**src/hw/rgbyc_defines.svh**
```systemverilog
// Register map, field positions and reset values of the colour converter
// Contract
// - Unoffset luma is green plus weighted red and blue differences; luma adds luma bias.
// - Chroma is scale times colour minus unoffset luma, plus chroma bias.
// - Conversion coefficients are held with 17 bits inside the multipliers.
// - Raw luma is rounded to intermediate width minus two bits.
// - Scaled luma and chroma are rounded to output width before the bias.
// - Intermediate width lies between input width plus four and 18.
// - Without saturation overflow wraps; with saturation it stops at the upper limit.
// - Lower clamping exists only when enabled and lifts underflow to the minimum.
// - Luma has its own programmable upper and lower limits; both chromas share one upper and one lower limit.
// - Default coefficients are 0.299, 0.114, 0.877283 and 0.492111.
// - Both stream sides run on the one shared stream clock.
`ifndef RGBYC_DEFINES_SVH
`define RGBYC_DEFINES_SVH

`define RGBYC_REG_CTRL 8'h00
`define RGBYC_REG_STATUS 8'h04
`define RGBYC_REG_PIXCNT 8'h08
`define RGBYC_REG_COEF0 8'h10
`define RGBYC_REG_BIAS0 8'h20
`define RGBYC_REG_LIM0 8'h30

`define RGBYC_CTRL_ENABLE 0
`define RGBYC_HSIZE_WORD 3'h2

`define RGBYC_COEF_BITS 17
`define RGBYC_COEF_FRAC 15
`define RGBYC_RED_WEIGHT_RST 17'h02646
`define RGBYC_BLUE_WEIGHT_RST 17'h00e98
`define RGBYC_RED_DIFF_RST 17'h0704b
`define RGBYC_BLUE_DIFF_RST 17'h03efe

`define RGBYC_LUMA_BIAS_DROP 4
`define RGBYC_CHROMA_BIAS_DROP 1
`define RGBYC_LIMIT_HI_MULT 240
`define RGBYC_LIMIT_LO_MULT 16
`define RGBYC_LIMIT_SCALE_BITS 8
`define RGBYC_MAX_MID_BITS 18
`define RGBYC_MID_MARGIN 4
`define RGBYC_RST_HOLD_CYCLES 32

`endif

```
**src/hw/rgbyc_pkg.sv**
```systemverilog
// Types shared by the colour converter
package rgbyc_pkg;

  typedef enum logic [1:0] {
    RGBYC_IDLE = 2'b00,
    RGBYC_BUSY = 2'b01,
    RGBYC_NONSEQ = 2'b10,
    RGBYC_SEQ = 2'b11
  } rgbyc_htrans_e;

  typedef logic [31:0] rgbyc_word_t;

endpackage

```
**src/hw/rgbyc_top.sv**
```systemverilog
// Pixel colour-space converter with AHB-Lite control and stream ports
`timescale 1ns/1ns
`include "rgbyc_defines.svh"

module rgbyc_top #(
  parameter int IW = 8,
  parameter int OW = 8,
  parameter int MW = 12,
  parameter bit HAS_CLIPPING = 1'b1,
  parameter bit HAS_CLAMPING = 1'b1
) (
  input wire logic CLOCK,
  input wire logic RST_B,
  input wire logic HSEL,
  input wire logic [31:0] HADDR,
  input wire rgbyc_pkg::rgbyc_htrans_e HTRANS,
  input wire logic HWRITE,
  input wire logic [2:0] HSIZE,
  input wire rgbyc_pkg::rgbyc_word_t HWDATA,
  input wire logic HREADY,
  output rgbyc_pkg::rgbyc_word_t HRDATA,
  output logic HREADYOUT,
  output logic HRESP,
  input wire logic [3*IW-1:0] S_TDATA,
  input wire logic S_TVALID,
  input wire logic S_TUSER,
  input wire logic S_TLAST,
  output logic S_TREADY,
  output logic [3*OW-1:0] M_TDATA,
  output logic M_TVALID,
  output logic M_TUSER,
  output logic M_TLAST,
  input wire logic M_TREADY
);
  import rgbyc_pkg::*;

  localparam int EW = 3 * IW + 2;
  localparam int FR = `RGBYC_COEF_FRAC;
  localparam int YF = MW - 2 - IW;
  localparam int CW = `RGBYC_COEF_BITS;

  if (MW < IW + `RGBYC_MID_MARGIN || MW > `RGBYC_MAX_MID_BITS || OW > MW - 3 ||
      OW < `RGBYC_LIMIT_SCALE_BITS || OW < IW || YF >= FR) begin : g_bad_width
    $error("rgbyc_top: unsupported width parameters");
  end

  typedef struct packed {
    logic [1:0][EW-1:0] fifo;
    logic wptr;
    logic rptr;
    logic [1:0] cnt;
    logic s_ready;
    logic m_valid;
    logic [3*OW-1:0] m_data;
    logic m_user;
    logic m_last;
    logic ph_wr;
    logic ph_rd;
    logic [7:0] ph_addr;
    logic ready_out;
    logic resp;
    logic [31:0] rdata;
    logic enable;
    logic [3:0][CW-1:0] coef;
    logic [2:0][OW-1:0] bias;
    logic [3:0][OW-1:0] lim;
    logic [31:0] pix_cnt;
  } rgbyc_state_s;

  localparam logic [OW-1:0] LUMA_BIAS_RST = OW'(1 << (OW - `RGBYC_LUMA_BIAS_DROP));
  localparam logic [OW-1:0] CHROMA_BIAS_RST = OW'(1 << (OW - `RGBYC_CHROMA_BIAS_DROP));
  localparam logic [OW-1:0] LIM_HI_RST = OW'(`RGBYC_LIMIT_HI_MULT << (OW - `RGBYC_LIMIT_SCALE_BITS));
  localparam logic [OW-1:0] LIM_LO_RST = OW'(`RGBYC_LIMIT_LO_MULT << (OW - `RGBYC_LIMIT_SCALE_BITS));

  localparam rgbyc_state_s ST_RST = '{
    enable: 1'b1,
    ready_out: 1'b1,
    coef: {`RGBYC_BLUE_DIFF_RST, `RGBYC_RED_DIFF_RST, `RGBYC_BLUE_WEIGHT_RST, `RGBYC_RED_WEIGHT_RST},
    bias: {CHROMA_BIAS_RST, CHROMA_BIAS_RST, LUMA_BIAS_RST},
    lim: {LIM_LO_RST, LIM_HI_RST, LIM_LO_RST, LIM_HI_RST},
    default: '0
  };

  logic rst_meta;
  logic rst_n;
  rgbyc_state_s st;
  rgbyc_state_s nx;
  logic [EW-1:0] head;
  logic push;
  logic pop;
  logic sel;
  logic [31:0] rd;
  logic signed [47:0] rs;
  logic signed [47:0] gs;
  logic signed [47:0] bs;
  logic signed [47:0] kr;
  logic signed [47:0] kb;
  logic signed [47:0] kc;
  logic signed [47:0] kd;
  logic signed [47:0] acc;
  logic signed [47:0] y_raw;
  logic signed [47:0] yv;
  logic signed [47:0] crv;
  logic signed [47:0] cbv;

  // Reset release through two flops; assertion stays asynchronous
  always_ff @(posedge CLOCK or negedge RST_B) begin
    if (!RST_B) begin
      rst_meta <= 1'b0;
      rst_n <= 1'b0;
    end else begin
      rst_meta <= 1'b1;
      rst_n <= rst_meta;
    end
  end

  function automatic logic signed [47:0] rnd(input logic signed [47:0] v, input int sh);
    rnd = (v + (48'sd1 <<< (sh - 1))) >>> sh;
  endfunction

  // Limits act on the biased value; a plain truncation wraps
  function automatic logic [OW-1:0] bound(input logic signed [47:0] v, input logic [OW-1:0] hi,
                                          input logic [OW-1:0] lo);
    logic signed [47:0] h;
    logic signed [47:0] l;
    h = signed'(48'(hi));
    l = signed'(48'(lo));
    bound = v[OW-1:0];
    if (HAS_CLIPPING && v > h) begin
      bound = hi;
    end else if (HAS_CLAMPING && v < l) begin
      bound = lo;
    end
  endfunction

  always_comb begin
    nx = st;
    rd = 32'h0000_0000;
    head = st.fifo[st.rptr];
    rs = 48'(head[IW-1:0]);
    gs = 48'(head[2*IW-1:IW]);
    bs = 48'(head[3*IW-1:2*IW]);
    kr = 48'(signed'(st.coef[0]));
    kb = 48'(signed'(st.coef[1]));
    kc = 48'(signed'(st.coef[2]));
    kd = 48'(signed'(st.coef[3]));
    acc = kr * (rs - gs) + kb * (bs - gs);
    y_raw = rnd(acc, FR - YF) + (gs <<< YF);
    yv = rnd(y_raw, YF + IW - OW) + signed'(48'(st.bias[0]));
    crv = rnd(kc * ((rs <<< YF) - y_raw), YF + FR + IW - OW) + signed'(48'(st.bias[1]));
    cbv = rnd(kd * ((bs <<< YF) - y_raw), YF + FR + IW - OW) + signed'(48'(st.bias[2]));
    push = S_TVALID && st.s_ready;
    pop = (st.cnt != 2'd0) && (!st.m_valid || M_TREADY);
    sel = HSEL && HREADY && (HTRANS == RGBYC_NONSEQ || HTRANS == RGBYC_SEQ);

    case (st.ph_addr)
      `RGBYC_REG_CTRL: rd[`RGBYC_CTRL_ENABLE] = st.enable;
      `RGBYC_REG_STATUS: rd = {29'h0, st.cnt, st.m_valid};
      `RGBYC_REG_PIXCNT: rd = st.pix_cnt;
      default: rd = 32'h0000_0000;
    endcase
    for (int i = 0; i < 4; i++) begin
      if (st.ph_addr == 8'(`RGBYC_REG_COEF0 + 4 * i)) begin
        rd = 32'(st.coef[i]);
      end
      if (st.ph_addr == 8'(`RGBYC_REG_LIM0 + 4 * i)) begin
        rd = 32'(st.lim[i]);
      end
    end
    for (int i = 0; i < 3; i++) begin
      if (st.ph_addr == 8'(`RGBYC_REG_BIAS0 + 4 * i)) begin
        rd = 32'(st.bias[i]);
      end
    end

    // Write data phase: registers update at its closing edge
    if (st.ph_wr) begin
      if (st.ph_addr == `RGBYC_REG_CTRL) begin
        nx.enable = HWDATA[`RGBYC_CTRL_ENABLE];
      end
      if (st.ph_addr == `RGBYC_REG_PIXCNT) begin
        nx.pix_cnt = 32'h0000_0000;
      end
      for (int i = 0; i < 4; i++) begin
        if (st.ph_addr == 8'(`RGBYC_REG_COEF0 + 4 * i)) begin
          nx.coef[i] = HWDATA[CW-1:0];
        end
        if (st.ph_addr == 8'(`RGBYC_REG_LIM0 + 4 * i)) begin
          nx.lim[i] = HWDATA[OW-1:0];
        end
      end
      for (int i = 0; i < 3; i++) begin
        if (st.ph_addr == 8'(`RGBYC_REG_BIAS0 + 4 * i)) begin
          nx.bias[i] = HWDATA[OW-1:0];
        end
      end
    end

    // Reads get one wait state so a preceding write is already visible
    nx.ph_wr = 1'b0;
    if (st.ph_rd) begin
      nx.rdata = rd;
      nx.ready_out = 1'b1;
      nx.ph_rd = 1'b0;
    end else if (sel) begin
      nx.ph_addr = HADDR[7:0];
      nx.ph_wr = HWRITE && (HSIZE == `RGBYC_HSIZE_WORD);
      nx.ph_rd = !HWRITE;
      nx.ready_out = HWRITE;
    end

    // Output stage holds while downstream stalls
    if (st.m_valid && M_TREADY) begin
      nx.m_valid = 1'b0;
      nx.pix_cnt = nx.pix_cnt + 32'h0000_0001;
    end
    if (pop) begin
      nx.m_valid = 1'b1;
      nx.m_data = {bound(cbv, st.lim[2], st.lim[3]), bound(crv, st.lim[2], st.lim[3]),
                   bound(yv, st.lim[0], st.lim[1])};
      nx.m_user = head[EW-2];
      nx.m_last = head[EW-1];
      nx.rptr = ~st.rptr;
    end

    // Two-entry buffer; its registered ready stalls upstream
    if (push) begin
      nx.fifo[st.wptr] = {S_TLAST, S_TUSER, S_TDATA};
      nx.wptr = ~st.wptr;
    end
    nx.cnt = st.cnt + 2'(push) - 2'(pop);
    nx.s_ready = (nx.cnt != 2'd2) && nx.enable;
  end

  // Stream and bus share CLOCK
  always_ff @(posedge CLOCK or negedge rst_n) begin
    if (!rst_n) begin
      st <= ST_RST;
    end else begin
      st <= nx;
    end
  end

  assign HRDATA = st.rdata;
  assign HREADYOUT = st.ready_out;
  assign HRESP = st.resp;
  assign S_TREADY = st.s_ready;
  assign M_TDATA = st.m_data;
  assign M_TVALID = st.m_valid;
  assign M_TUSER = st.m_user;
  assign M_TLAST = st.m_last;

  logic gray;
  logic bias_in;
  assign gray = (head[IW-1:0] == head[2*IW-1:IW]) && (head[IW-1:0] == head[3*IW-1:2*IW]);
  assign bias_in = (st.bias[1] <= st.lim[2]) && (st.bias[1] >= st.lim[3]);

  a_ready_full: assert property (
    @(posedge CLOCK) disable iff (!rst_n) st.cnt == 2'd2 |-> !S_TREADY)
    else $error("input ready high with a full buffer");

  a_hold_stall: assert property (
    @(posedge CLOCK) disable iff (!rst_n)
    M_TVALID && !M_TREADY |=> M_TVALID && $stable(M_TDATA) && $stable(M_TLAST))
    else $error("output changed while stalled");

  a_marker_pass: assert property (
    @(posedge CLOCK) disable iff (!rst_n)
    pop |=> M_TVALID && M_TUSER == $past(head[EW-2]) && M_TLAST == $past(head[EW-1]))
    else $error("frame markers lost in the pipeline");

  a_clip_luma: assert property (
    @(posedge CLOCK) disable iff (!rst_n)
    pop && HAS_CLIPPING && st.lim[1] <= st.lim[0] |=> M_TDATA[OW-1:0] <= $past(st.lim[0]))
    else $error("luma above its upper limit");

  a_clamp_luma: assert property (
    @(posedge CLOCK) disable iff (!rst_n)
    pop && HAS_CLAMPING && st.lim[1] <= st.lim[0] |=> M_TDATA[OW-1:0] >= $past(st.lim[1]))
    else $error("luma below its lower limit");

  a_clip_chroma: assert property (
    @(posedge CLOCK) disable iff (!rst_n)
    pop && HAS_CLIPPING && HAS_CLAMPING && st.lim[3] <= st.lim[2] |=>
    M_TDATA[3*OW-1:2*OW] <= $past(st.lim[2]) && M_TDATA[3*OW-1:2*OW] >= $past(st.lim[3]))
    else $error("chroma outside its limits");

  a_gray_chroma: assert property (
    @(posedge CLOCK) disable iff (!rst_n)
    pop && gray && bias_in |=> M_TDATA[2*OW-1:OW] == $past(st.bias[1]))
    else $error("grey pixel did not give the chroma bias");

  a_rd_wait: assert property (
    @(posedge CLOCK) disable iff (!rst_n)
    sel && !HWRITE |=> !HREADYOUT ##1 HREADYOUT)
    else $error("read did not finish after one wait state");

  // Bus, counter and stream timing checks, and the red chroma limit check
  a_wr_nowait: assert property (
    @(posedge CLOCK) disable iff (!rst_n)
    sel && HWRITE |=> HREADYOUT)
    else $error("write data phase was stretched");

  a_rdata_hold: assert property (
    @(posedge CLOCK) disable iff (!rst_n)
    !st.ph_rd |=> $stable(HRDATA))
    else $error("read data changed without a read");

  a_narrow_write: assert property (
    @(posedge CLOCK) disable iff (!rst_n)
    sel && HWRITE && HSIZE != `RGBYC_HSIZE_WORD |=>
    ##1 $stable(st.enable) && $stable(st.coef) && $stable(st.bias) && $stable(st.lim))
    else $error("narrow write changed a register");

  a_count_beat: assert property (
    @(posedge CLOCK) disable iff (!rst_n)
    M_TVALID && M_TREADY && !(st.ph_wr && st.ph_addr == `RGBYC_REG_PIXCNT) |=>
    st.pix_cnt == $past(st.pix_cnt) + 32'h0000_0001)
    else $error("output handshake not counted");

  a_count_clear: assert property (
    @(posedge CLOCK) disable iff (!rst_n)
    st.ph_wr && st.ph_addr == `RGBYC_REG_PIXCNT |=> st.pix_cnt == 32'($past(M_TVALID && M_TREADY)))
    else $error("pixel count clear lost against a handshake");

  a_enable_gate: assert property (
    @(posedge CLOCK) disable iff (!rst_n) !st.enable |-> !S_TREADY)
    else $error("input ready while disabled");

  a_first_beat: assert property (
    @(posedge CLOCK) disable iff (!rst_n)
    push && st.cnt == 2'd0 && !st.m_valid |=> ##1 M_TVALID)
    else $error("pixel not shown two edges after it was taken");

  a_clip_red: assert property (
    @(posedge CLOCK) disable iff (!rst_n)
    pop && HAS_CLIPPING && HAS_CLAMPING && st.lim[3] <= st.lim[2] |=>
    M_TDATA[2*OW-1:OW] <= $past(st.lim[2]) && M_TDATA[2*OW-1:OW] >= $past(st.lim[3]))
    else $error("red chroma outside its limits");

  c_stall: cover property (@(posedge CLOCK) disable iff (!rst_n) M_TVALID && !M_TREADY ##1 M_TREADY);
  c_full: cover property (@(posedge CLOCK) disable iff (!rst_n) st.cnt == 2'd2);
  c_clip: cover property (@(posedge CLOCK) disable iff (!rst_n) pop && yv > signed'(48'(st.lim[0])));
  c_frame: cover property (@(posedge CLOCK) disable iff (!rst_n) M_TVALID && M_TREADY && M_TUSER);
  c_narrow: cover property (@(posedge CLOCK) disable iff (!rst_n) sel && HWRITE && HSIZE != `RGBYC_HSIZE_WORD);

endmodule

```
**config.mk**
```make
export PLATFORM = sky130hd
export DESIGN_NAME = rgbyc_top
export DESIGN_NICKNAME = d
export VERILOG_FILES = /design/src/hw/rgbyc_pkg.sv /design/src/hw/rgbyc_top.sv
export VERILOG_INCLUDE_DIRS = /design/src /design/src/hw
export SDC_FILE = /design/constraint.sdc
export NUM_CORES = 2
export LEC_CHECK = 0
export BUFFER_PORTS_ARGS = -buffer_cell sky130_fd_sc_hd__buf_2
export CAP_MARGIN = 20
export CORE_MARGIN = 2
export CORE_UTILIZATION = 35
export DETAILED_ROUTE_END_ITERATION = 8
export RECOVER_POWER = 50
export REMOVE_ABC_BUFFERS = 1
export SYNTH_ARGS = -nofsm -noshare
export SYNTH_HDL_FRONTEND = slang
export SYNTH_SLANG_ARGS = --single-unit
```
**constraint.sdc**
```tcl
create_clock -name CLOCK -period 27.1 [get_ports CLOCK]
set_input_delay 6.775 -clock CLOCK [delete_from_list [all_inputs] [get_ports CLOCK]]
set_output_delay 6.775 -clock CLOCK [all_outputs]
set_load 0.01 [all_outputs]
```
# After elaboration in Yosys (flattened, before gate mapping)
# Cells that the tools add are included.
[totals]
out_inout_bits = 62
elab_cells = 152
inputBits = 102
ff_bits = 286
[op_classes]
mux = 45
n_reduce_logical = 28
n_mul = 4
eq_ne = 17
n_bitwise = 3
magnitude_cmp = 9
add_sub_neg = 16
[op_table]
columns = ["operator", "n"]
rows = [
  ["$mux W32", 13],
  ["$mux W157", 1],
  ["$mux W8", 13],
  ["$mux W26", 3],
  ["$add A34 B18 Y35 const B", 2],
  ["$mul A17 B17 Y34", 2],
  ["$mux W17", 4],
  ["$pmux W31 S2", 1],
  ["$eq A8 B6 Y1 const B", 7],
  ["$bwmux W52", 1],
  ["$mul A17 B9 Y26", 2],
  ["$add A18 B9 Y19", 2],
  ["$gt A19 B9 Y1", 2],
  ["$lt A19 B9 Y1", 2],
  ["$sub A11 B16 Y17", 2],
  ["$add A32 B1 Y32 const B", 1],
  ["$eq A8 B5 Y1 const B", 4],
  ["$add A27 B14 Y28 const B", 1],
  ["$add A26 B26 Y27", 1],
  ["$mux W27", 1],
  ["$demux W26 S1", 1],
  ["$reduce_and A2 Y1", 12],
  ["$sub A8 B8 Y9", 2],
  ["$add A16 B3 Y17 const B", 1],
  ["22 further kinds", 41],
]

# Depth between registers and ports, before layout
[depth]
depth_word = 15
mapped_depth = 85
ltp_nobuf = 82

# Worst setup path after synthesis
# No wires, ideal clock.
[synth_timing]
path_kind = "reg2reg"
startpoint = "register st[231] (netlist bit)"
endpoint = "register st, in the netlist M_TDATA[17]"
synth_period_minus_slack_ns = 19.243
n_path_buf = 6
path_stages_with_launch = 77
setup_time_ns = 0.118
setup_slack_ns = 7.857
t_required_ns = 26.982
arrival_ns = 19.125
path_cell_list = "dfrtp_1 > clkbuf_1 > clkbuf_1 > mux2i_1 > ha_1 > inv_1 > fa_1 > a21o_1 > a21oi_1 > o21bai_1 > a21oi_1 > o21bai_1 > a21oi_1 > clkbuf_1 > nand2b_1 > fa_1 > fa_1 > inv_1 > [... 41 more ...] > nand4_1 > or4_1 > a21o_1 > nand2_1 > xor2_1 > ha_1 > o21a_1 > o31a_1 > o41ai_1 > nor2b_1 > and4_1 > and4_1 > o211a_1 > o2111ai_1 > and2_1 > buf_2 > mux2_2 > a21o_1"
[synth_via]
elab_chain_len = 14
elab_cells_between_ends = 17
cone_classes = "add/sub: 8; mul: 3; order compare: 2; mux: 4"
[synth_rtl]
columns = ["item", "line", "text"]
rows = [
  ["from (decl)", "rgbyc_top.sv:86", "rgbyc_state_s st;"],
  ["from (signal assigned)", "rgbyc_top.sv:240", "st <= nx;"],
  ["$mux W26 (not written as such) * (2 in series)", "rgbyc_top.sv:139", "head = st.fifo[st.rptr];"],
  ["$sub A8 B8 Y9", "rgbyc_top.sv:147", "acc = kr * (rs - gs) + kb * (bs - gs);"],
  ["$mul A17 B9 Y26", "rgbyc_top.sv:147", ""],
  ["$add A26 B26 Y27", "rgbyc_top.sv:147", ""],
  ["$add A27 B14 Y28", "rgbyc_top.sv:118", "rnd = (v + (48'sd1 <<< (sh - 1))) >>> sh;"],
  ["$add A15 B11 Y16", "rgbyc_top.sv:148", "y_raw = rnd(acc, FR - YF) + (gs <<< YF);"],
  ["$sub A11 B16 Y17 *", "rgbyc_top.sv:151", "cbv = rnd(kd * ((bs <<< YF) - y_raw), YF + FR + IW - OW) + signed'(48'(st.bias[2]));"],
  ["$mul A17 B17 Y34 *", "rgbyc_top.sv:151", ""],
  ["$add A34 B18 Y35 *", "rgbyc_top.sv:118", ""],
  ["$add A18 B9 Y19 *", "rgbyc_top.sv:151", ""],
  ["$lt A19 B9 Y1", "rgbyc_top.sv:131", "end else if (HAS_CLAMPING && v < l) begin"],
  ["$mux W8", "rgbyc_top.sv:131", ""],
  ["$mux W8 *", "rgbyc_top.sv:129", "if (HAS_CLIPPING && v > h) begin"],
]
# Mark *: on every way between the ends. The rest lies on a longest branch, timed or not. The select of a mux whose other input is x is not followed.
# A chain may end at the register's enable or synchronous reset.

# Worst setup path after layout
[layout_timing]
startpoint = "register st[231] (netlist bit)"
endpoint = "register st, in the netlist M_TDATA[21]"
# The elaborated chain is that of the path after synthesis.

==> results by group <==
Global route
  • Largest net degree at the start of global routing: 186
  • Grt ovf: 0
  • Total track usage: 0.198
  • First-pass GRT wire length: 234 mm
  • Initial antenna violation count: 14
  • Number of global-route vias before repair: 40900

Route
  • Routed wire length: 147 mm
  • ANT nets after route: 0
  • DRC errors left: 0
  • Drt via density: 5.14
  • Drt wl/cell: 19.7 um
  • Vias: 38100
  • DRT iter0 DRCs: 2375
  • 1st-pass router iterations: 6

Synth
  • Yosys warns: 0
  • Register area share after synthesis: 0.139
  • Dominant synthesized flop cell: dfrtp_1
  • #FFs+latches synth: 286
  • Post-synth EDFFs: 0
  • Synth top area cells: fa_1, dfrtp_1, ha_1
  • Yosys cell types: 98
  • Synth area leader: fa_1
  • Mapped Area: 51800 sq um
  • Syn avg cell area: 9.38 sq um
  • Post-synth top area share: 0.351
  • Synth async-reset ratio: 1.00
  • Most frequent cell after synthesis: inv_1
  • Synth cell count leaders: inv_1, fa_1, nand2_1, ha_1, and2_1
  • Gate Count Post-Synth: 5520

Final layout
  • Share of layout cells above drive strength 1: 0.106
  • Non-Filler Instances: 7421
  • Synthesis-to-finish area growth: 6.93%
  • Final-stage net count: 6886

Clock tree
  • Htree depth: 2
  • Cts hold-fix bufs: 0
  • Clock Latency Late Sink: 570 ps
  • Post-CTS Repair Setup Buffers: 0
  • TritonCTS clock tree: built
  • Clk buf depth: 3
  • Root buffer cell: clkbuf_16
  • Clock sink count: 286
  • CTS Buf Count: 37
  • CTS resizes: 0
  • Reg clk slew, reported paths: 60 ps

Floorplan
  • Die area: 151000 sq um
  • Die H: 389 um
  • Initial Util: 0.352
  • Core area: 147000 sq um
  • Io pins: 164
  • Chip Width: 389 um
  • Row cnt: 141

STA
  • Achievable Freq: 0.0469 GHz
  • Worst slew pin tran: 9730 ps
  • Final Skew: 38.2 ps
  • Slew Viols, Final: 289
  • Final setup violation count: 0
  • Fin crit share: 0.787
  • Max_slew headroom: -5.49
  • Min Tclk post-route: 21320 ps
  • Setup total negative slack: 0 ps
  • RSZ-0062 raised after global routing: no
  • Hold Vio Cnt, Final: 0

Setup path
  • Crit. End Element: flip-flop
  • Slowest cell on the critical path: a221oi_1
  • Crit path max-delay family: adder cells
  • Critical path class: flip-flop to flip-flop
  • Critical Path AT: 21760 ps
  • WP buf/inv: 13
  • Crit-path max cell delay: 600 ps
  • WP data required: 27540 ps
  • Startpoint types: flip-flop
  • Worst Path Max Fanout: 24
  • CP dominant cell by count: fa_1

Worst hold path
  • Hold Crit Class: flip-flop to flip-flop

Placement
  • IO buf count: 122
  • Hpwl dp: 119 mm
  • Placed cell count: 7349
  • GP Congestion: 0.923

Status
  • Status: finished, violations left
  • Violated checks: capacitance limit, slew limit

Run
  • Max Cap Viol: 3
==> registers in the layout (all words and copies together), names as in the netlist, 17 cells and up <==
name     count
st         155
HRDATA      32
M_TDATA     24
kb          17
kc          17
kd          17
kr          17
==> per-stage QoR <==
step	hold slack, ps	util	cell area, sq um	setup slack (ps)
detailed placement	338	0.367	54100	5850
global placement	339	0.367	54100	6030
global route	369	0.376	55400	4410
CTS	351	0.376	55400	5770
finish	349	0.376	55400	5780
floorplan	331	-	50500	7810
==> worst paths after layout <==
check | cells past startpoint | slack (ps) | startpoint | to
max in group asynchronous | 2 | 13750 | rst_n | M_TDATA[14]
max | 77 | 5780 | st[231] | M_TDATA[21]
min in group asynchronous | 0 | 850 | rst_n | M_TUSER
min | 0 | 350 | rst_meta | rst_n
min reg2reg | 0 | 350 | rst_meta | rst_n
max reg2reg | 77 | 5780 | st[231] | M_TDATA[21]
==> final cells by class <==
class / instances / area [sq um]
fillers: 14800 / 91900
multi-input cells: 3850 / 39200
flip-flops and latches: 286 / 7210
well taps: 1930 / 2410
diodes: 4 / 10.0
clock inverters: 22 / 270
inverters: 1094 / 4110
clock buffers: 46 / 1030
repair buffers: 189 / 1100
==> per-layer routing <==
| layer | share of wire | track usage | up-vias |
|---|---|---|---|
| met1 | 0.42 | 0.261 | 19700 |
| met2 | 0.48 | 0.335 | 1097 |
| met4 | 0.036 | 0.0641 | 8 |
| li1 | - | - | 17100 |
| met3 | 0.064 | 0.0256 | 237 |
| met5 | 0.00037 | 0 | - |
==> worst reg2reg max path: cells and delay by family, from the launching register on <==
family / cells / cell delay (ps)
flops: 1 / 480
compound gates: 24 / 5940
mux: 2 / 960
xor+xnor: 3 / 850
fa+ha+maj: 19 / 8400
buf+inv: 13 / 1660
simple gates: 16 / 2990
==> placed cells by master (no fill, tap or decap), types with 46 or more instances in the layout <==
cell	netlist	routed
xor2_1	55	52
dfrtp_1	240	240
o21ai_0	126	125
buf_2	2	122
mux2_2	212	212
dfstp_2	46	46
xnor2_1	97	94
and2_1	302	302
nand2b_1	79	79
and3_1	46	46
nand2_1	635	635
a21oi_1	137	137
buf_4	57	63
ha_1	417	417
nor2_1	185	183
nand3_1	56	56
a21o_1	88	88
fa_1	909	909
inv_1	1094	1094
==> cell families (layout without fill, tap and decap cells) <==
logic type / count (synthesis) / count (layout) / share of synthesized area
AO/OA/AOI/OAI: 614 / 614 / 0.0809
XOR/XNOR: 158 / 158 / 0.0279
adder cells (fa/ha/maj): 1326 / 1326 / 0.452
buffers and inverters: 1384 / 1351 / 0.105
flip-flops: 286 / 286 / 0.139
multiplexers: 244 / 244 / 0.0523
other: 2 / 6 / 0.000145
AND/OR/NAND/NOR: 1506 / 1506 / 0.143
Power is left out: the tool's default activity adds up to more than one toggle a clock period on the data nets, which glitch-free logic cannot reach.
